<file path="src/core/gpb_pkg.sv">
// Functional notes
// - eight pins, each independently input or output
// - direction bit one: pin input, driver off unless pwm or serial owns the pin
// - direction bit zero: drive pin from latch unless analogue or owned by pwm or serial
// - data read returns sampled pin levels, analogue pins read zero
// - data write loads latch regardless of direction
// - pins zero to three feed converter channels
// - pin4 capture, pin5 pwm, pins6-7 serial
// - reset makes pins three to zero analogue
// - data and direction registers sit in bank five
package gpb_pkg;
   localparam int          PORT_W       = 8;        // pins on the port
   localparam int          ANA_W        = 4;        // pins shared with converter
   localparam int          BANK_W       = 4;        // bank select width
   localparam int          ADDR_W       = 8;        // in-bank address width
   localparam logic [3:0]  PORT_BANK    = 4'h5;     // bank holding the port
   localparam logic [7:0]  OFS_DATA     = 8'h10;    // eight_bit_port offset
   localparam logic [7:0]  OFS_DIR      = 8'h11;    // pin_direction_reg offset
   localparam logic [7:0]  OFS_ANA      = 8'h12;    // converter_config_reg offset
   localparam logic [7:0]  RST_LATCH    = 8'h00;    // output latch after reset
   localparam logic [7:0]  RST_DIR      = 8'hff;    // all pins input after reset
   localparam logic [3:0]  RST_ANA      = 4'hf;     // low pins analogue after reset
   localparam int          BIT_CAPTURE  = 4;        // capture_shared_pin
   localparam int          BIT_PWM      = 5;        // pwm_shared_pin
   localparam int          BIT_UART_LO  = 6;        // uart_shared_pin_lo, transmit
   localparam int          BIT_UART_HI  = 7;        // uart_shared_pin_hi, receive
endpackage

</file>
<file path="src/core/gpb_pin_sync.sv">
`timescale 1ns/100ps
// two-stage synchroniser for asynchronous pin levels
module gpb_pin_sync #(
   parameter int W      = 8,
   parameter int STAGES = 2
) (
   input  wire logic          clock,
   input  wire logic          rst,
   input  wire logic [W-1:0]  async_in,
   output logic      [W-1:0]  sync_out
);
   // refuse a chain too short to settle metastability
   if (STAGES < 2) begin : g_bad_stages
      $error("gpb_pin_sync needs at least two stages");
   end

   // all synchroniser state in one record
   typedef struct packed {
      logic [STAGES-1:0][W-1:0] chain;   // chain[0] is read only by chain[1]
   } gpb_sync_t;

   gpb_sync_t sync_reg;    // registered chain
   gpb_sync_t sync_next;   // next chain

   // shift by one stage each clock
   always_comb begin
      sync_next          = sync_reg;
      sync_next.chain[0] = async_in;
      for (int i = 1; i < STAGES; i++) begin
         sync_next.chain[i] = sync_reg.chain[i-1];
      end
   end

   // chain cleared on reset
   always_ff @(posedge clock) begin
      if (rst) begin
         sync_reg <= '0;
      end else begin
         sync_reg <= sync_next;
      end
   end

   assign sync_out = sync_reg.chain[STAGES-1];
endmodule // gpb_pin_sync

</file>
<file path="src/core/gpb_port.sv">
`timescale 1ns/100ps
// eight-bit bidirectional port behind the banked register file
module gpb_port
   import gpb_pkg::*;
#(
   parameter int SYNC_STAGES = 2
) (
   input  wire logic                clock,
   input  wire logic                rst,
   input  wire logic [BANK_W-1:0]   bank_select_reg,
   input  wire logic [ADDR_W-1:0]   reg_addr,
   input  wire logic                reg_wr,
   input  wire logic [PORT_W-1:0]   reg_wdata,
   input  wire logic                reg_rd,
   output logic      [PORT_W-1:0]   reg_rdata,
   input  wire logic [PORT_W-1:0]   pin_in,
   output logic      [PORT_W-1:0]   pin_out,
   output logic      [PORT_W-1:0]   pin_oe,
   output logic      [ANA_W-1:0]    analog_shared_pins,
   output logic                     third_capture_input,
   input  wire logic                pwm_enable,
   input  wire logic                third_pwm_output,
   input  wire logic                serial_enable,
   input  wire logic                serial_tx,
   output logic                     serial_rx
);
   // refuse a synchroniser too short to settle metastability
   if (SYNC_STAGES < 2) begin : g_bad_sync
      $error("gpb_port needs SYNC_STAGES of at least two");
   end
   // the peripheral bit positions must exist on the port
   if (ANA_W > BIT_CAPTURE || BIT_UART_HI >= PORT_W) begin : g_bad_bits
      $error("gpb_port peripheral pins fall outside the port");
   end

   // all block state in one record
   typedef struct packed {
      logic [PORT_W-1:0] latch;      // output latch
      logic [PORT_W-1:0] dir;        // one = input
      logic [ANA_W-1:0]  ana;        // one = analogue pin
      logic [PORT_W-1:0] rdata;      // read answer
      logic [PORT_W-1:0] pout;       // pin drive level
      logic [PORT_W-1:0] poe;        // pin driver enable
      logic              cap;        // capture level to peripheral
      logic              rx;         // receive level to serial port
   } gpb_state_t;

   gpb_state_t          st_reg;     // registered state
   gpb_state_t          st_next;    // next state
   logic [PORT_W-1:0]   pin_sync;   // pins after the synchroniser

   // address match inside the port bank
   function automatic logic gpb_hit(input logic [BANK_W-1:0] bank,
                                    input logic [ADDR_W-1:0] addr,
                                    input logic [ADDR_W-1:0] ofs);
      return (bank == PORT_BANK) && (addr == ofs);
   endfunction

   // pins are asynchronous to the core clock
   gpb_pin_sync #(
      .W      (PORT_W),
      .STAGES (SYNC_STAGES)
   ) u_sync (
      .clock    (clock),
      .rst      (rst),
      .async_in (pin_in),
      .sync_out (pin_sync)
   );

   // next-state logic
   always_comb begin
      st_next = st_reg;
      // writes; latch loads whatever the direction is
      if (reg_wr && gpb_hit(bank_select_reg, reg_addr, OFS_DATA)) begin
         st_next.latch = reg_wdata;
      end
      // direction bits: one keeps the pin an input
      if (reg_wr && gpb_hit(bank_select_reg, reg_addr, OFS_DIR)) begin
         st_next.dir = reg_wdata;
      end
      // converter config: low four bits only, upper write bits dropped
      if (reg_wr && gpb_hit(bank_select_reg, reg_addr, OFS_ANA)) begin
         st_next.ana = reg_wdata[ANA_W-1:0];
      end
      // reads; unmapped or other bank answers zero
      if (reg_rd) begin
         st_next.rdata = '0;
         if (gpb_hit(bank_select_reg, reg_addr, OFS_DATA)) begin
            // live pins; analogue pins read low since digital input is off
            st_next.rdata = pin_sync & ~{{(PORT_W-ANA_W){1'b0}}, st_reg.ana};
         end else if (gpb_hit(bank_select_reg, reg_addr, OFS_DIR)) begin
            st_next.rdata = st_reg.dir;
         end else if (gpb_hit(bank_select_reg, reg_addr, OFS_ANA)) begin
            st_next.rdata = {{(PORT_W-ANA_W){1'b0}}, st_reg.ana};
         end
      end
      // default drive: latch when direction is zero
      st_next.pout = st_reg.latch;
      st_next.poe  = ~st_reg.dir;
      // analogue pins never drive
      st_next.poe[ANA_W-1:0] = ~st_reg.dir[ANA_W-1:0] & ~st_reg.ana;
      // pwm takes over its pin while enabled
      if (pwm_enable) begin
         st_next.pout[BIT_PWM] = third_pwm_output;
         st_next.poe[BIT_PWM]  = 1'b1;
      end
      // serial port owns both of its pins while enabled
      if (serial_enable) begin
         st_next.pout[BIT_UART_LO] = serial_tx;
         st_next.poe[BIT_UART_LO]  = 1'b1;
         st_next.poe[BIT_UART_HI]  = 1'b0;
      end
      // peripheral inputs always see the pin level
      st_next.cap = pin_sync[BIT_CAPTURE];
      st_next.rx  = pin_sync[BIT_UART_HI];
   end

   // state register; reset leaves pins input and low pins analogue
   always_ff @(posedge clock) begin
      if (rst) begin
         st_reg       <= '0;
         st_reg.latch <= RST_LATCH;
         st_reg.dir   <= RST_DIR;
         st_reg.ana   <= RST_ANA;
      end else begin
         st_reg <= st_next;
      end
   end

   // peripheral enables win over direction bits on pins five to seven
   // outputs straight from flip-flops
   assign reg_rdata           = st_reg.rdata;
   assign pin_out             = st_reg.pout;
   assign pin_oe              = st_reg.poe;
   assign analog_shared_pins  = st_reg.ana;
   assign third_capture_input = st_reg.cap;
   assign serial_rx           = st_reg.rx;

   // properties guarding the port rules
   // all but the reset check stay quiet while rst is high
   a_input_no_drive: assert property (@(posedge clock) disable iff (rst)
      (st_reg.dir[3] && st_reg.dir[2]) |=> (!pin_oe[3] && !pin_oe[2]))
      else $error("input pin driven");

   a_output_latch: assert property (@(posedge clock) disable iff (rst)
      (!st_reg.dir[4]) |=> (pin_oe[4] && pin_out[4] == $past(st_reg.latch[4])))
      else $error("output pin not driven from latch");

   a_read_pins: assert property (@(posedge clock) disable iff (rst)
      (reg_rd && bank_select_reg == PORT_BANK && reg_addr == OFS_DATA)
      |=> reg_rdata[7:4] == $past(pin_sync[7:4]))
      else $error("data read not from pins");

   a_write_latch: assert property (@(posedge clock) disable iff (rst)
      (reg_wr && bank_select_reg == PORT_BANK && reg_addr == OFS_DATA)
      |=> st_reg.latch == $past(reg_wdata))
      else $error("latch not written");

   a_other_bank: assert property (@(posedge clock) disable iff (rst)
      (bank_select_reg != PORT_BANK) |=> $stable(st_reg.latch) && $stable(st_reg.dir))
      else $error("port changed from wrong bank");

   a_reset_analog: assert property (@(posedge clock)
      rst |=> (analog_shared_pins == RST_ANA && pin_oe == '0))
      else $error("reset did not make low pins analogue");

   a_analog_quiet: assert property (@(posedge clock) disable iff (rst)
      (st_reg.ana[0] && !st_reg.dir[0]) |=> !pin_oe[0])
      else $error("analogue pin driven");

   a_keep_latch: assert property (@(posedge clock) disable iff (rst)
      (st_reg.dir[7] && !(reg_wr && bank_select_reg == PORT_BANK && reg_addr == OFS_DATA))
      ##1 (!st_reg.dir[7] && !serial_enable)
      |=> (pin_oe[7] && pin_out[7] == $past(st_reg.latch[7], 2)))
      else $error("stored level not driven after direction clear");

   a_capture_path: assert property (@(posedge clock) disable iff (rst)
      ##1 third_capture_input == $past(pin_sync[BIT_CAPTURE]))
      else $error("capture input not following pin");

   a_input_off: assert property (@(posedge clock) disable iff (rst)
      (!pwm_enable && !serial_enable) |=> ((pin_oe & $past(st_reg.dir)) == '0))
      else $error("input pin has its driver on");

   a_drive_mask: assert property (@(posedge clock) disable iff (rst)
      (!pwm_enable && !serial_enable)
      |=> (pin_oe == (~$past(st_reg.dir) & {{(PORT_W-ANA_W){1'b1}}, ~$past(st_reg.ana)})))
      else $error("driver enables differ from direction and analogue bits");

   a_drive_level: assert property (@(posedge clock) disable iff (rst)
      (!pwm_enable && !serial_enable) |=> (pin_out == $past(st_reg.latch)))
      else $error("pin drive level not from latch");

   a_pwm_owns: assert property (@(posedge clock) disable iff (rst)
      pwm_enable |=> (pin_oe[BIT_PWM] && pin_out[BIT_PWM] == $past(third_pwm_output)))
      else $error("pwm pin not handed to pwm level");

   a_serial_owns: assert property (@(posedge clock) disable iff (rst)
      serial_enable |=> (pin_oe[BIT_UART_LO] && !pin_oe[BIT_UART_HI]
                         && pin_out[BIT_UART_LO] == $past(serial_tx)))
      else $error("serial pins not handed to serial port");

   a_rx_path: assert property (@(posedge clock) disable iff (rst)
      1'b1 |=> serial_rx == $past(pin_sync[BIT_UART_HI]))
      else $error("receive input not following pin");

   a_dir_write: assert property (@(posedge clock) disable iff (rst)
      (reg_wr && bank_select_reg == PORT_BANK && reg_addr == OFS_DIR)
      |=> st_reg.dir == $past(reg_wdata))
      else $error("direction register not written");

   a_foreign_read: assert property (@(posedge clock) disable iff (rst)
      (reg_rd && bank_select_reg != PORT_BANK) |=> reg_rdata == '0)
      else $error("read from wrong bank not zero");

   a_unmapped_read: assert property (@(posedge clock) disable iff (rst)
      (reg_rd && bank_select_reg == PORT_BANK && reg_addr != OFS_DATA
       && reg_addr != OFS_DIR && reg_addr != OFS_ANA)
      |=> reg_rdata == '0)
      else $error("read of unmapped address not zero");

   a_rdata_hold: assert property (@(posedge clock) disable iff (rst)
      !reg_rd |=> $stable(reg_rdata))
      else $error("read answer changed without a read");
endmodule // gpb_port

</file>
<file path="config.mk">
export PLATFORM = sky130hd
export DESIGN_NAME = gpb_port
export DESIGN_NICKNAME = d
export VERILOG_FILES = /design/src/core/gpb_pkg.sv /design/src/core/gpb_pin_sync.sv /design/src/core/gpb_port.sv
export SDC_FILE = /design/constraint.sdc
export NUM_CORES = 1
export LEC_CHECK = 0
export BUFFER_PORTS_ARGS = -buffer_cell sky130_fd_sc_hd__buf_2
export CORE_MARGIN = 2
export CORE_UTILIZATION = 58
export CTS_BUF_LIST = sky130_fd_sc_hd__clkbuf_8
export DETAILED_ROUTE_END_ITERATION = 8
export GPL_TIMING_DRIVEN = 0
export PLACE_DENSITY = 0.9
export SYNTH_ARGS = -nofsm -noshare
export SYNTH_HDL_FRONTEND = slang
export SYNTH_SLANG_ARGS = --single-unit
</file>
<file path="constraint.sdc">
create_clock -name clock -period 4.15 [get_ports clock]
set_input_delay 0.415 -clock clock [delete_from_list [all_inputs] [get_ports clock]]
set_output_delay 0.415 -clock clock [all_outputs]
set_load 0.005 [all_outputs]
</file>
After elaboration in Yosys (flattened, before gate mapping):

Cells that the tools add are included.
Widths: inputs -> output; s select.

* flip-flop bits (word level): 62
* bits in latches: 0
* memory bits (writable): 0
* bits in read-only memories: 0
* bits of input ports: 36
* output and inout bits: 30
* logic and storage cells: 35
* memories: 0

* $add $sub $neg: 0
* $mul: 0
* div/mod/pow operators: 0
* order comparisons: 0
* equal/unequal tests: 4
* shift-type cells: 0
* muxes and demuxes: 7
* bitwise operators: 6
* reduce and logical (&&, ||, !) cells: 7

Operators with widths (count)
* $eq 8x5->1 const B: 3
* $mux 8: 2
* $and 8x8->8: 1
* $not 4->4: 2
* $not 4->8: 1
* $not 8->8: 1
* $logic_and 1x1->1: 6
* $and 4x4->4: 1
* $eq 4x3->1 const B: 1
* $mux 1: 4
* $mux 4: 1
* $reduce_or 2->1: 1

Logic depth before layout (Yosys ltp):

Gate-level depths: netlist of the first run.

* depth in word-level cells: 5
* mapped depth: 5
* mapped depth without buffers: 4

Cells and area by module:

Synthesis of the first run repeated with hierarchy kept, for this count alone.

* cells, all modules: 240
* area, all modules: 2397.3 sq um

Modules (own cells, without submodules)
* gpb_port: times used 1, cells an instance 207, area each 1933.1 sq um, sequential area each 920.9 sq um
* gpb_pin_sync: times used 1, cells an instance 33, area each 464.2 sq um, sequential area each 320.3 sq um

Worst setup path after synthesis of the first run:

OpenSTA, ideal clock, no wires.

* path kind: in2reg
* start: in reg_addr[3]
* end: reg st_reg (netlist bit analog_shared_pins[0])
* setup time: 0.120 ns
* data arrival time: 1.748 ns
* required time: 4.030 ns
* setup slack: 2.282 ns
* stages: 4
* buffers on the path: 0
* cells stage by stage: or4b_4 > nor4_4 > nor2b_1 > a211o_1

* cells in the longest elaborated chain, start to end: 3

Ends and longest elaborated chain
* start, declared: RTL line gpb_port.sv:11 `input wire logic [ADDR_W-1:0] reg_addr,`
* $eq 8x5->1: RTL line gpb_port.sv:56 `return (bank == PORT_BANK) && (addr == ofs);`
* $logic_and 1x1->1: RTL line gpb_port.sv:56
* $logic_and 1x1->1: RTL line gpb_port.sv:82 `if (reg_wr && gpb_hit(bank_select_reg, reg_addr, OFS_ANA)) begin`
* end signal, assigned: RTL line gpb_port.sv:126 `st_reg <= st_next;`
* end, declared: RTL line gpb_port.sv:48 `gpb_state_t st_reg;`

No other way between the ends.
A chain may end at the register's enable or synchronous reset.

Worst setup path in the final report of the first run:

* start: in reg_addr[3]
* end: reg st_reg[37] (netlist name)

* cells in the longest elaborated chain, start to end: 3

Ends and longest elaborated chain
* $eq 8x5->1: RTL line gpb_port.sv:56
* $logic_and 1x1->1: RTL line gpb_port.sv:56
* $logic_and 1x1->1: RTL line gpb_port.sv:78 `if (reg_wr && gpb_hit(bank_select_reg, reg_addr, OFS_DIR)) begin`

No other way between the ends.

==> results of run 1 <==
placed cells by master, fill, tap and decap left out, types with 2 or more instances in the layout:
cell | netlist | final
buf_4 | 29 | 29
nand2_1 | 4 | 4
clkbuf_8 | 0 | 12
nand3_1 | 4 | 4
nand3b_1 | 2 | 2
o21ai_0 | 4 | 4
nor3b_1 | 6 | 6
mux2_2 | 4 | 4
inv_1 | 2 | 2
a211o_1 | 12 | 12
nor3_1 | 5 | 5
clkbuf_1 | 9 | 9
mux2i_1 | 10 | 10
nor4_4 | 3 | 3
buf_2 | 0 | 63
a21oi_1 | 10 | 10
a21o_1 | 4 | 4
nor2b_1 | 36 | 36
nor2_1 | 13 | 13
nand4_1 | 2 | 2
dfxtp_1 | 62 | 62
nand2b_1 | 4 | 4
cell families (layout without fill, tap and decap cells):
kind of cell	count (synthesis)	in the layout
flops	62	62
mux	14	14
compound gates	30	30
simple gates	87	87
buf+inv	41	119
cell type report:
| type | count | area share |
|---|---|---|
| flip-flops and latches | 62 | 0.4121 |
| multi-input cells | 131 | 0.3062 |
| repair buffers | 63 | 0.1047 |
| plain buffers | 39 | 0.08475 |
| clock buffers | 12 | 0.05484 |
| well taps | 50 | 0.02077 |
| clock inverters | 3 | 0.01413 |
| inverters | 2 | 0.002493 |
power breakdown:
group	total, W	internal (W)	leakage, nW	switching [W]
Combinational	0.0000636	0.0000301	0.802	0.0000335
Clock	0.000542	0.000322	0.104	0.000220
Sequential	0.000607	0.000605	0.504	0.00000237
Total	0.00121	0.000957	1.41	0.000256
final timing paths:
kind | from | to | slack (ns) | cells after the start
worst max register to register | analog_shared_pins[1] | reg_rdata[1] | 3.18 | 4
worst min register to register | u_sync.sync_next[10] | u_sync.sync_out[2] | 0.44 | 1
worst min-delay path | pin_in[4] | u_sync.sync_next[12] | 0.29 | 2
worst max-delay path | reg_addr[3] | st_reg[37] | 2.27 | 5
stage by stage:
step | instance area, sq um | cells | worst slack, ns | total power, W
2_1_floorplan | 2426 | 234 | 2.282 | 0.0006532
3_3_place_gp | 2804 | 347 | 2.014 | 0.0006812
3_5_place_dp | 2804 | 347 | 1.976 | 0.0006832
6_report | 3012 | 362 | 2.271 | 0.001212
4_1_cts | 3012 | 362 | 2.283 | 0.001217
5_1_grt | 3012 | 362 | 2.170 | 0.001253
layer usage:
layer | track usage | vias up | share of wire
met5 | 0 | - | 0
met1 | 0.2713 | 851 | 0.42
met4 | 0.1200 | 0 | 0.021
met3 | 0.06981 | 12 | 0.061
met2 | 0.3654 | 57 | 0.50
li1 | - | 912 | -
==> flow_summary.json, run 1 <==
{
  "synthDistinctLibCells": 29,
  "synthMuxAreaShare": 0.05982,
  "tightest_slew_ns": 0.6480,
  "start_kind": "input pin",
  "row_count": 23,
  "synth_compound_area_frac": 0.08458,
  "start_util": 0.6065,
  "port_buffers": 63,
  "grt_max_degree": 11,
  "synth-edff-count": 0,
  "drv_cap": 0,
  "setup_violations": 0,
  "cts_sinks": 62,
  "critPathMaxStageDelay_ns": 0.60,
  "clk_pin_slew_ns": 0.06,
  "ant_nets": 0,
  "cts_inserted_buffers": 9,
  "synthSimpleGateAreaFrac": 0.2357,
  "async_reset_ff_frac": 0,
  "synth.most_common_cell": "dfxtp_1",
  "slew_violations": 0,
  "core_area_sq_um": 4000,
  "drive_above_1_share": 0.3750,
  "power.density_nw_per_um2": 402.6,
  "cp.buffers_inverters": 1,
  "synth_adder_area_share": 0,
  "dr.pass1.iters": 4,
  "final.period_utilization": 0.4527,
  "min_path_type": "in2reg",
  "grt_pass1_vias": 1624,
  "hold_viol_final": 0,
  "io_pins": 66,
  "regArea_sq_um": 1241,
  "largest_reg_flops": 10,
  "clk_path_buf_depth": 2,
  "outcome": "complete, no violations",
  "synthDominantCellAreaShare": 0.5116,
  "cts_htree_levels": 3,
  "finalClockSkew_ns": 0.005634,
  "nNetsFinal": 344,
  "p_leak_nw": 1.411,
  "synthFlopType": "dfxtp_1",
  "die_w_microns": 68.68,
  "avgRoutedWirePerCell_microns": 13.51,
  "synth-seq-cells": 62,
  "cp.arrival_ns": 2.10,
  "synth.net_count": 270,
  "synthToLayoutAreaGrowth_pct": 24.14,
  "cts_root_buf": "clkbuf_8",
  "final_util": 0.7529,
  "crit_family": "simple AND/OR/NAND/NOR gates",
  "dr.first_iter.drc_count": 122,
  "yosysSeqAreaShare": 0.5116,
  "ir_drop_mv": 0.3067,
  "hold_buffers": 0,
  "ys_warn_count": 0,
  "timing.hold.ws_ns": 0.2858,
  "synthCells": 234,
  "fp.dieH_microns": 68.68,
  "fillers": 298,
  "min_period_ns": 1.879,
  "synth-xor-area-share": 0,
  "setup_tns_ns": 0,
  "antenna_found_initial": 0,
  "post_cts_buffers": 0,
  "syn_avg_cell_area_sq_um": 10.37,
  "synth_top_cell_by_area": "dfxtp_1",
  "insertion_delay_ns": 0.34,
  "cts_tree": "done",
  "setup.worst_path.class": "in2reg",
  "cp.required_ns": 4.37,
  "track_usage": 0.2272,
  "synth_common_cells": "62 x dfxtp_1, 36 x nor2b_1, 29 x buf_4",
  "vias_per_cell": 5.061,
  "vias": 1832,
  "grt_overflow": 0,
  "grt_setup_unrepaired": "no",
  "drc": 0,
  "synth_top_family_by_area": "simple AND/OR/NAND/NOR gates",
  "crit_fanout": 8,
  "synth_area_sq_um": 2426,
  "crit_chain": "buf_2 > or4b_4 > nor4_4 > nor2b_1 > a211o_1",
  "wirelength_microns": 4891,
  "crit_slowest_cell": "or4b_4",
  "cts_resized": 0,
  "slew_headroom": 0.5667,
  "grt_pass1_wl_microns": 7514,
  "routabilityCongestion": 0.8645,
  "diodes": 0,
  "synth.area.top_cells": "dfxtp_1 51%, nor2b_1 9.3%, buf_4 9.0%",
  "fmax_mhz": 532.3,
  "end_kind": "flip-flop",
  "die-area_sq_um": 4716,
  "multi_input_area_sq_um": 922.1,
  "hpwl_microns": 3423
}
Power figures use the tool's default switching activity.
==> run 2, diff against run 1 <==
CORE_UTILIZATION = 54   (was 58)
PLACE_DENSITY = 0.85   (was 0.9)
clock period = 1.8 ns   (was 4.15 ns; I/O delays follow)
==> flow_summary.json, run 2 (synthesis results as in run 1) <==
{
  "outcome": "complete, no violations",
  "hold_viol_final": 0,
  "cts_sinks": 62,
  "diodes": 0,
  "swShare": 0.2029,
  "post_cts_buffers": 0,
  "final_cell_mix": "63 x buf_2, 62 x dfxtp_1, 36 x nor2b_1",
  "power.clock.fraction": 0.475,
  "dpl_cell_area_sq_um": 2806,
  "postLayoutCellArea_sq_um": 3040,
  "routabilityCongestion": 0.8389,
  "clk_pin_slew_ns": 0.06,
  "grt_overflow": 0,
  "ir_drop_mv": 0.7373,
  "grt_pass1_wl_microns": 7652,
  "finalClockSkew_ns": 0.003603,
  "cts_root_buf": "clkbuf_8",
  "die_w_microns": 71.03,
  "slew_headroom": 0.5747,
  "io_pins": 66,
  "synthToLayoutAreaGrowth_pct": 25.32,
  "power_frac_seq": 0.475,
  "end_kind": "flip-flop",
  "grt_setup_unrepaired": "no",
  "die-area_sq_um": 5045,
  "vias_per_cell": 5.022,
  "largest_reg_flops": 10,
  "p_sw_w": 0.0005982,
  "pre_cts_slack_ns": -0.1471,
  "setup_ws_ns": 0.1883,
  "port_buffers": 63,
  "final_cell_count_no_fill": 365,
  "ant_nets": 0,
  "final_util": 0.6983,
  "drc": 0,
  "start_kind": "input pin",
  "fp.dieH_microns": 71.03,
  "fmax_mhz": 620.5,
  "cts_htree_levels": 3,
  "final.period_utilization": 0.8954,
  "grt_pass1_vias": 1686,
  "dr.pass1.iters": 4,
  "cp.required_ns": 2.02,
  "avgRoutedWirePerCell_microns": 13.24,
  "slew_violations": 0,
  "p_leak_nw": 1.430,
  "dr.first_iter.drc_count": 101,
  "place_inst": 349,
  "min_path_type": "in2reg",
  "cts_resized": 0,
  "power.density_nw_per_um2": 969.4,
  "min_period_ns": 1.612,
  "cts_inserted_buffers": 9,
  "drive_above_1_share": 0.3738,
  "layout_commonest_cell": "buf_2",
  "reg2reg_slack_ns": 0.82,
  "cts_tree": "done",
  "p_int_w": 0.002349,
  "setup.worst_path.class": "in2reg",
  "hpwl_microns": 3471,
  "clk_path_buf_depth": 2,
  "core_area_sq_um": 4354,
  "vias": 1833,
  "nNetsFinal": 344,
  "timing.hold.ws_ns": 0.06283,
  "tightest_slew_ns": 0.6361,
  "cp.arrival_ns": 1.83,
  "reg2reg_depth": 4,
  "grt_max_degree": 11,
  "antenna_found_initial": 0,
  "drv_cap": 0,
  "wirelength_microns": 4834,
  "pwr-share-comb": 0.050,
  "row_count": 24,
  "setup_violations": 0,
  "start_util": 0.5572,
  "min_path_cells": 2,
  "insertion_delay_ns": 0.33,
  "hold_buffers": 0,
  "track_usage": 0.2045,
  "crit_fanout": 8
}
-- run 2: cell count changes in the layout (fill, tap and decap cells not counted) --
cell        change
clkinvlp_4      -1
bufinv_16       +1
inv_1           +1
-- run 2: worst paths after layout --
check | from | end
hold reg to reg | u_sync.sync_next[8] | u_sync.sync_out[0]
hold / removal | pin_in[7] | u_sync.sync_next[15]
setup reg to reg | analog_shared_pins[3] | reg_rdata[3]
setup / recovery | reg_addr[3] | st_reg[35]
-- run 2: area by class of cell --
type	instances	area, sq um
fillers	331	1314
repair buffers	63	315.3
inverters	2	7.507
clock buffers	12	165.2
clock inverters	4	68.82
well taps	52	65.06
flip-flops and latches	62	1241
plain buffers	39	255.2
multi-input cells	131	922.1
-- run 2: through the flow --
stage	TNS (ns)	power, W
detailed placement	-1.754	0.001577
global placement	-1.293	0.001571
floorplan	0	0.001506
finish	0	0.002947
CTS	0	0.002962
global route	0	0.003054
-- run 2: power groups by stage --
stage          sequential [W]  combinational (W)  clock (W)
5_1_grt               0.00140           0.000160    0.00149
6_report              0.00140           0.000147    0.00140
4_1_cts               0.00140           0.000148    0.00141
3_5_place_dp          0.00143           0.000147          0
3_3_place_gp          0.00143           0.000142          0
2_1_floorplan         0.00143          0.0000780          0
-- run 2: routing by layer --
| layer | up-vias | part of all wire | track usage |
|---|---|---|---|
| met5 | - | 0 | 0 |
| met4 | 0 | 0.013 | 0.1153 |
| met3 | 10 | 0.057 | 0.06410 |
| met2 | 71 | 0.51 | 0.3323 |
| met1 | 832 | 0.42 | 0.2390 |
| li1 | 920 | - | - |
-- run 2: critical path, cell delays in order --
cell and delay, ns:
buf_2 0.11, or4b_4 0.60, nor4_4 0.55, nor2b_1 0.10, a211o_1 0.29
==> run 3, diff against run 2 <==
PLACE_DENSITY = 0.79   (was 0.85)
==> flow_summary.json, run 3 (synthesis results as in run 1) <==
{
  "outcome": "complete, no violations",
  "min_path_type": "in2reg",
  "critPathMaxStageDelay_ns": 0.59,
  "drv_cap": 0,
  "setup_violations": 0,
  "port_buffers": 63,
  "clk_pin_slew_ns": 0.06,
  "hp-start": "pin_in[4]",
  "finalClockSkew_ns": 0.003168,
  "power.density_nw_per_um2": 863.9,
  "cts_root_buf": "clkbuf_8",
  "r2r-start": "analog_shared_pins[3]",
  "hpwl_microns": 3483,
  "largest_reg_flops": 10,
  "io_pins": 66,
  "cts_inserted_buffers": 9,
  "final.period_utilization": 0.9002,
  "fmax_mhz": 617.2,
  "cts_htree_levels": 3,
  "final_cell_mix": "63 x buf_2, 62 x dfxtp_1, 36 x nor2b_1",
  "p_leak_nw": 1.405,
  "cp.buffers_inverters": 1,
  "cts_resized": 0,
  "avgRoutedWirePerCell_microns": 13.07,
  "grt_max_degree": 11,
  "cts_sinks": 62,
  "core_area_sq_um": 4354,
  "start_util": 0.5572,
  "hold_buffers": 0,
  "crit_chain": "buf_2 > or4b_4 > nor4_4 > nor2b_1 > a211o_1",
  "crit_family": "simple AND/OR/NAND/NOR gates",
  "end_kind": "flip-flop",
  "synthToLayoutAreaGrowth_pct": 22.59,
  "min_period_ns": 1.620,
  "crit_fanout": 8,
  "tightest_slew_ns": 0.6456,
  "hold_viol_final": 0,
  "drc": 0,
  "die-area_sq_um": 5045,
  "layout_commonest_cell": "buf_2",
  "slew_violations": 0,
  "dr.first_iter.drc_count": 96,
  "wirelength_microns": 4756,
  "insertion_delay_ns": 0.33,
  "dr.pass1.iters": 4,
  "ir_drop_mv": 0.7197,
  "cp.arrival_ns": 1.84,
  "grt_overflow": 0,
  "timing.hold.ws_ns": 0.05741,
  "fp.dieH_microns": 71.03,
  "track_usage": 0.2042,
  "clk_path_buf_depth": 2,
  "nNetsFinal": 344,
  "start_kind": "input pin",
  "vias_per_cell": 4.945,
  "ant_nets": 0,
  "routabilityCongestion": 0.8123,
  "die_w_microns": 71.03,
  "grt_setup_unrepaired": "no",
  "drive_above_1_share": 0.3654,
  "crit_slowest_cell": "or4b_4",
  "grt_pass1_wl_microns": 7755,
  "post_cts_buffers": 0,
  "setup_tns_ns": 0,
  "cp.required_ns": 2.02,
  "p_total_w": 0.002569,
  "fillers": 347,
  "grt_pass1_vias": 1673,
  "setup.worst_path.class": "in2reg",
  "vias": 1800,
  "cts_tree": "done",
  "diodes": 0,
  "startpoint": "reg_addr[3]",
  "slew_headroom": 0.5683,
  "row_count": 24,
  "antenna_found_initial": 0
}
==> run 3: path summary, 6_finish.rpt <==
kind / slack (ns) / cells after the start / endpoint
worst max-delay path: 0.18 / 5 / st_reg[34]
worst min-delay path: 0.06 / 2 / u_sync.sync_next[12]
worst max register to register: 0.80 / 4 / reg_rdata[3]
worst min register to register: 0.44 / 1 / u_sync.sync_out[2]
==> run 3: worst reg2reg max path, stage by stage (launching register included) <==
cell	delay, ns
dfxtp_1	0.36
nor3b_1	0.25
a21oi_1	0.06
o21ai_0	0.19
a21o_1	0.10
==> run 3: through the flow <==
step / area (sq um) / utilization / std cells / setup WS [ns]
floorplan: 2426 / - / 234 / 0.1671
global placement: 2806 / 0.6445 / 349 / -0.1106
detailed placement: 2806 / 0.6445 / 349 / -0.1597
CTS: 2974 / 0.6830 / 364 / 0.1899
global route: 2974 / 0.6830 / 364 / 0.04497
finish: 2974 / 0.6830 / 364 / 0.1797
==> run 3: power by group <==
group          switching, W  internal (W)  leakage [nW]
Sequential       0.00000479       0.00139         0.504
Combinational     0.0000755     0.0000693         0.802
Clock              0.000476      0.000549        0.0990
Total              0.000556       0.00201          1.41
==> run 3: layout make-up <==
| cell class | count | area [sq um] | share of cell area |
|---|---|---|---|
| tap | 52 | 65.06 | 0.02188 |
| clock buffer | 11 | 151.4 | 0.05090 |
| timing repair buffer | 63 | 315.3 | 0.1060 |
| multi-input combinational | 131 | 922.1 | 0.3101 |
| buffer | 39 | 255.2 | 0.08582 |
| inverter | 2 | 7.507 | 0.002524 |
| clock inverter | 4 | 16.27 | 0.005469 |
| sequential | 62 | 1241 | 0.4173 |
==> run 3: layer usage <==
layer	vias up	wire (microns)	GRT usage
li1	913	-	-
met5	-	0	0
met4	0	78	0.09015
met3	10	250	0.07265
met1	826	2009	0.2418
met2	51	2417	0.3344
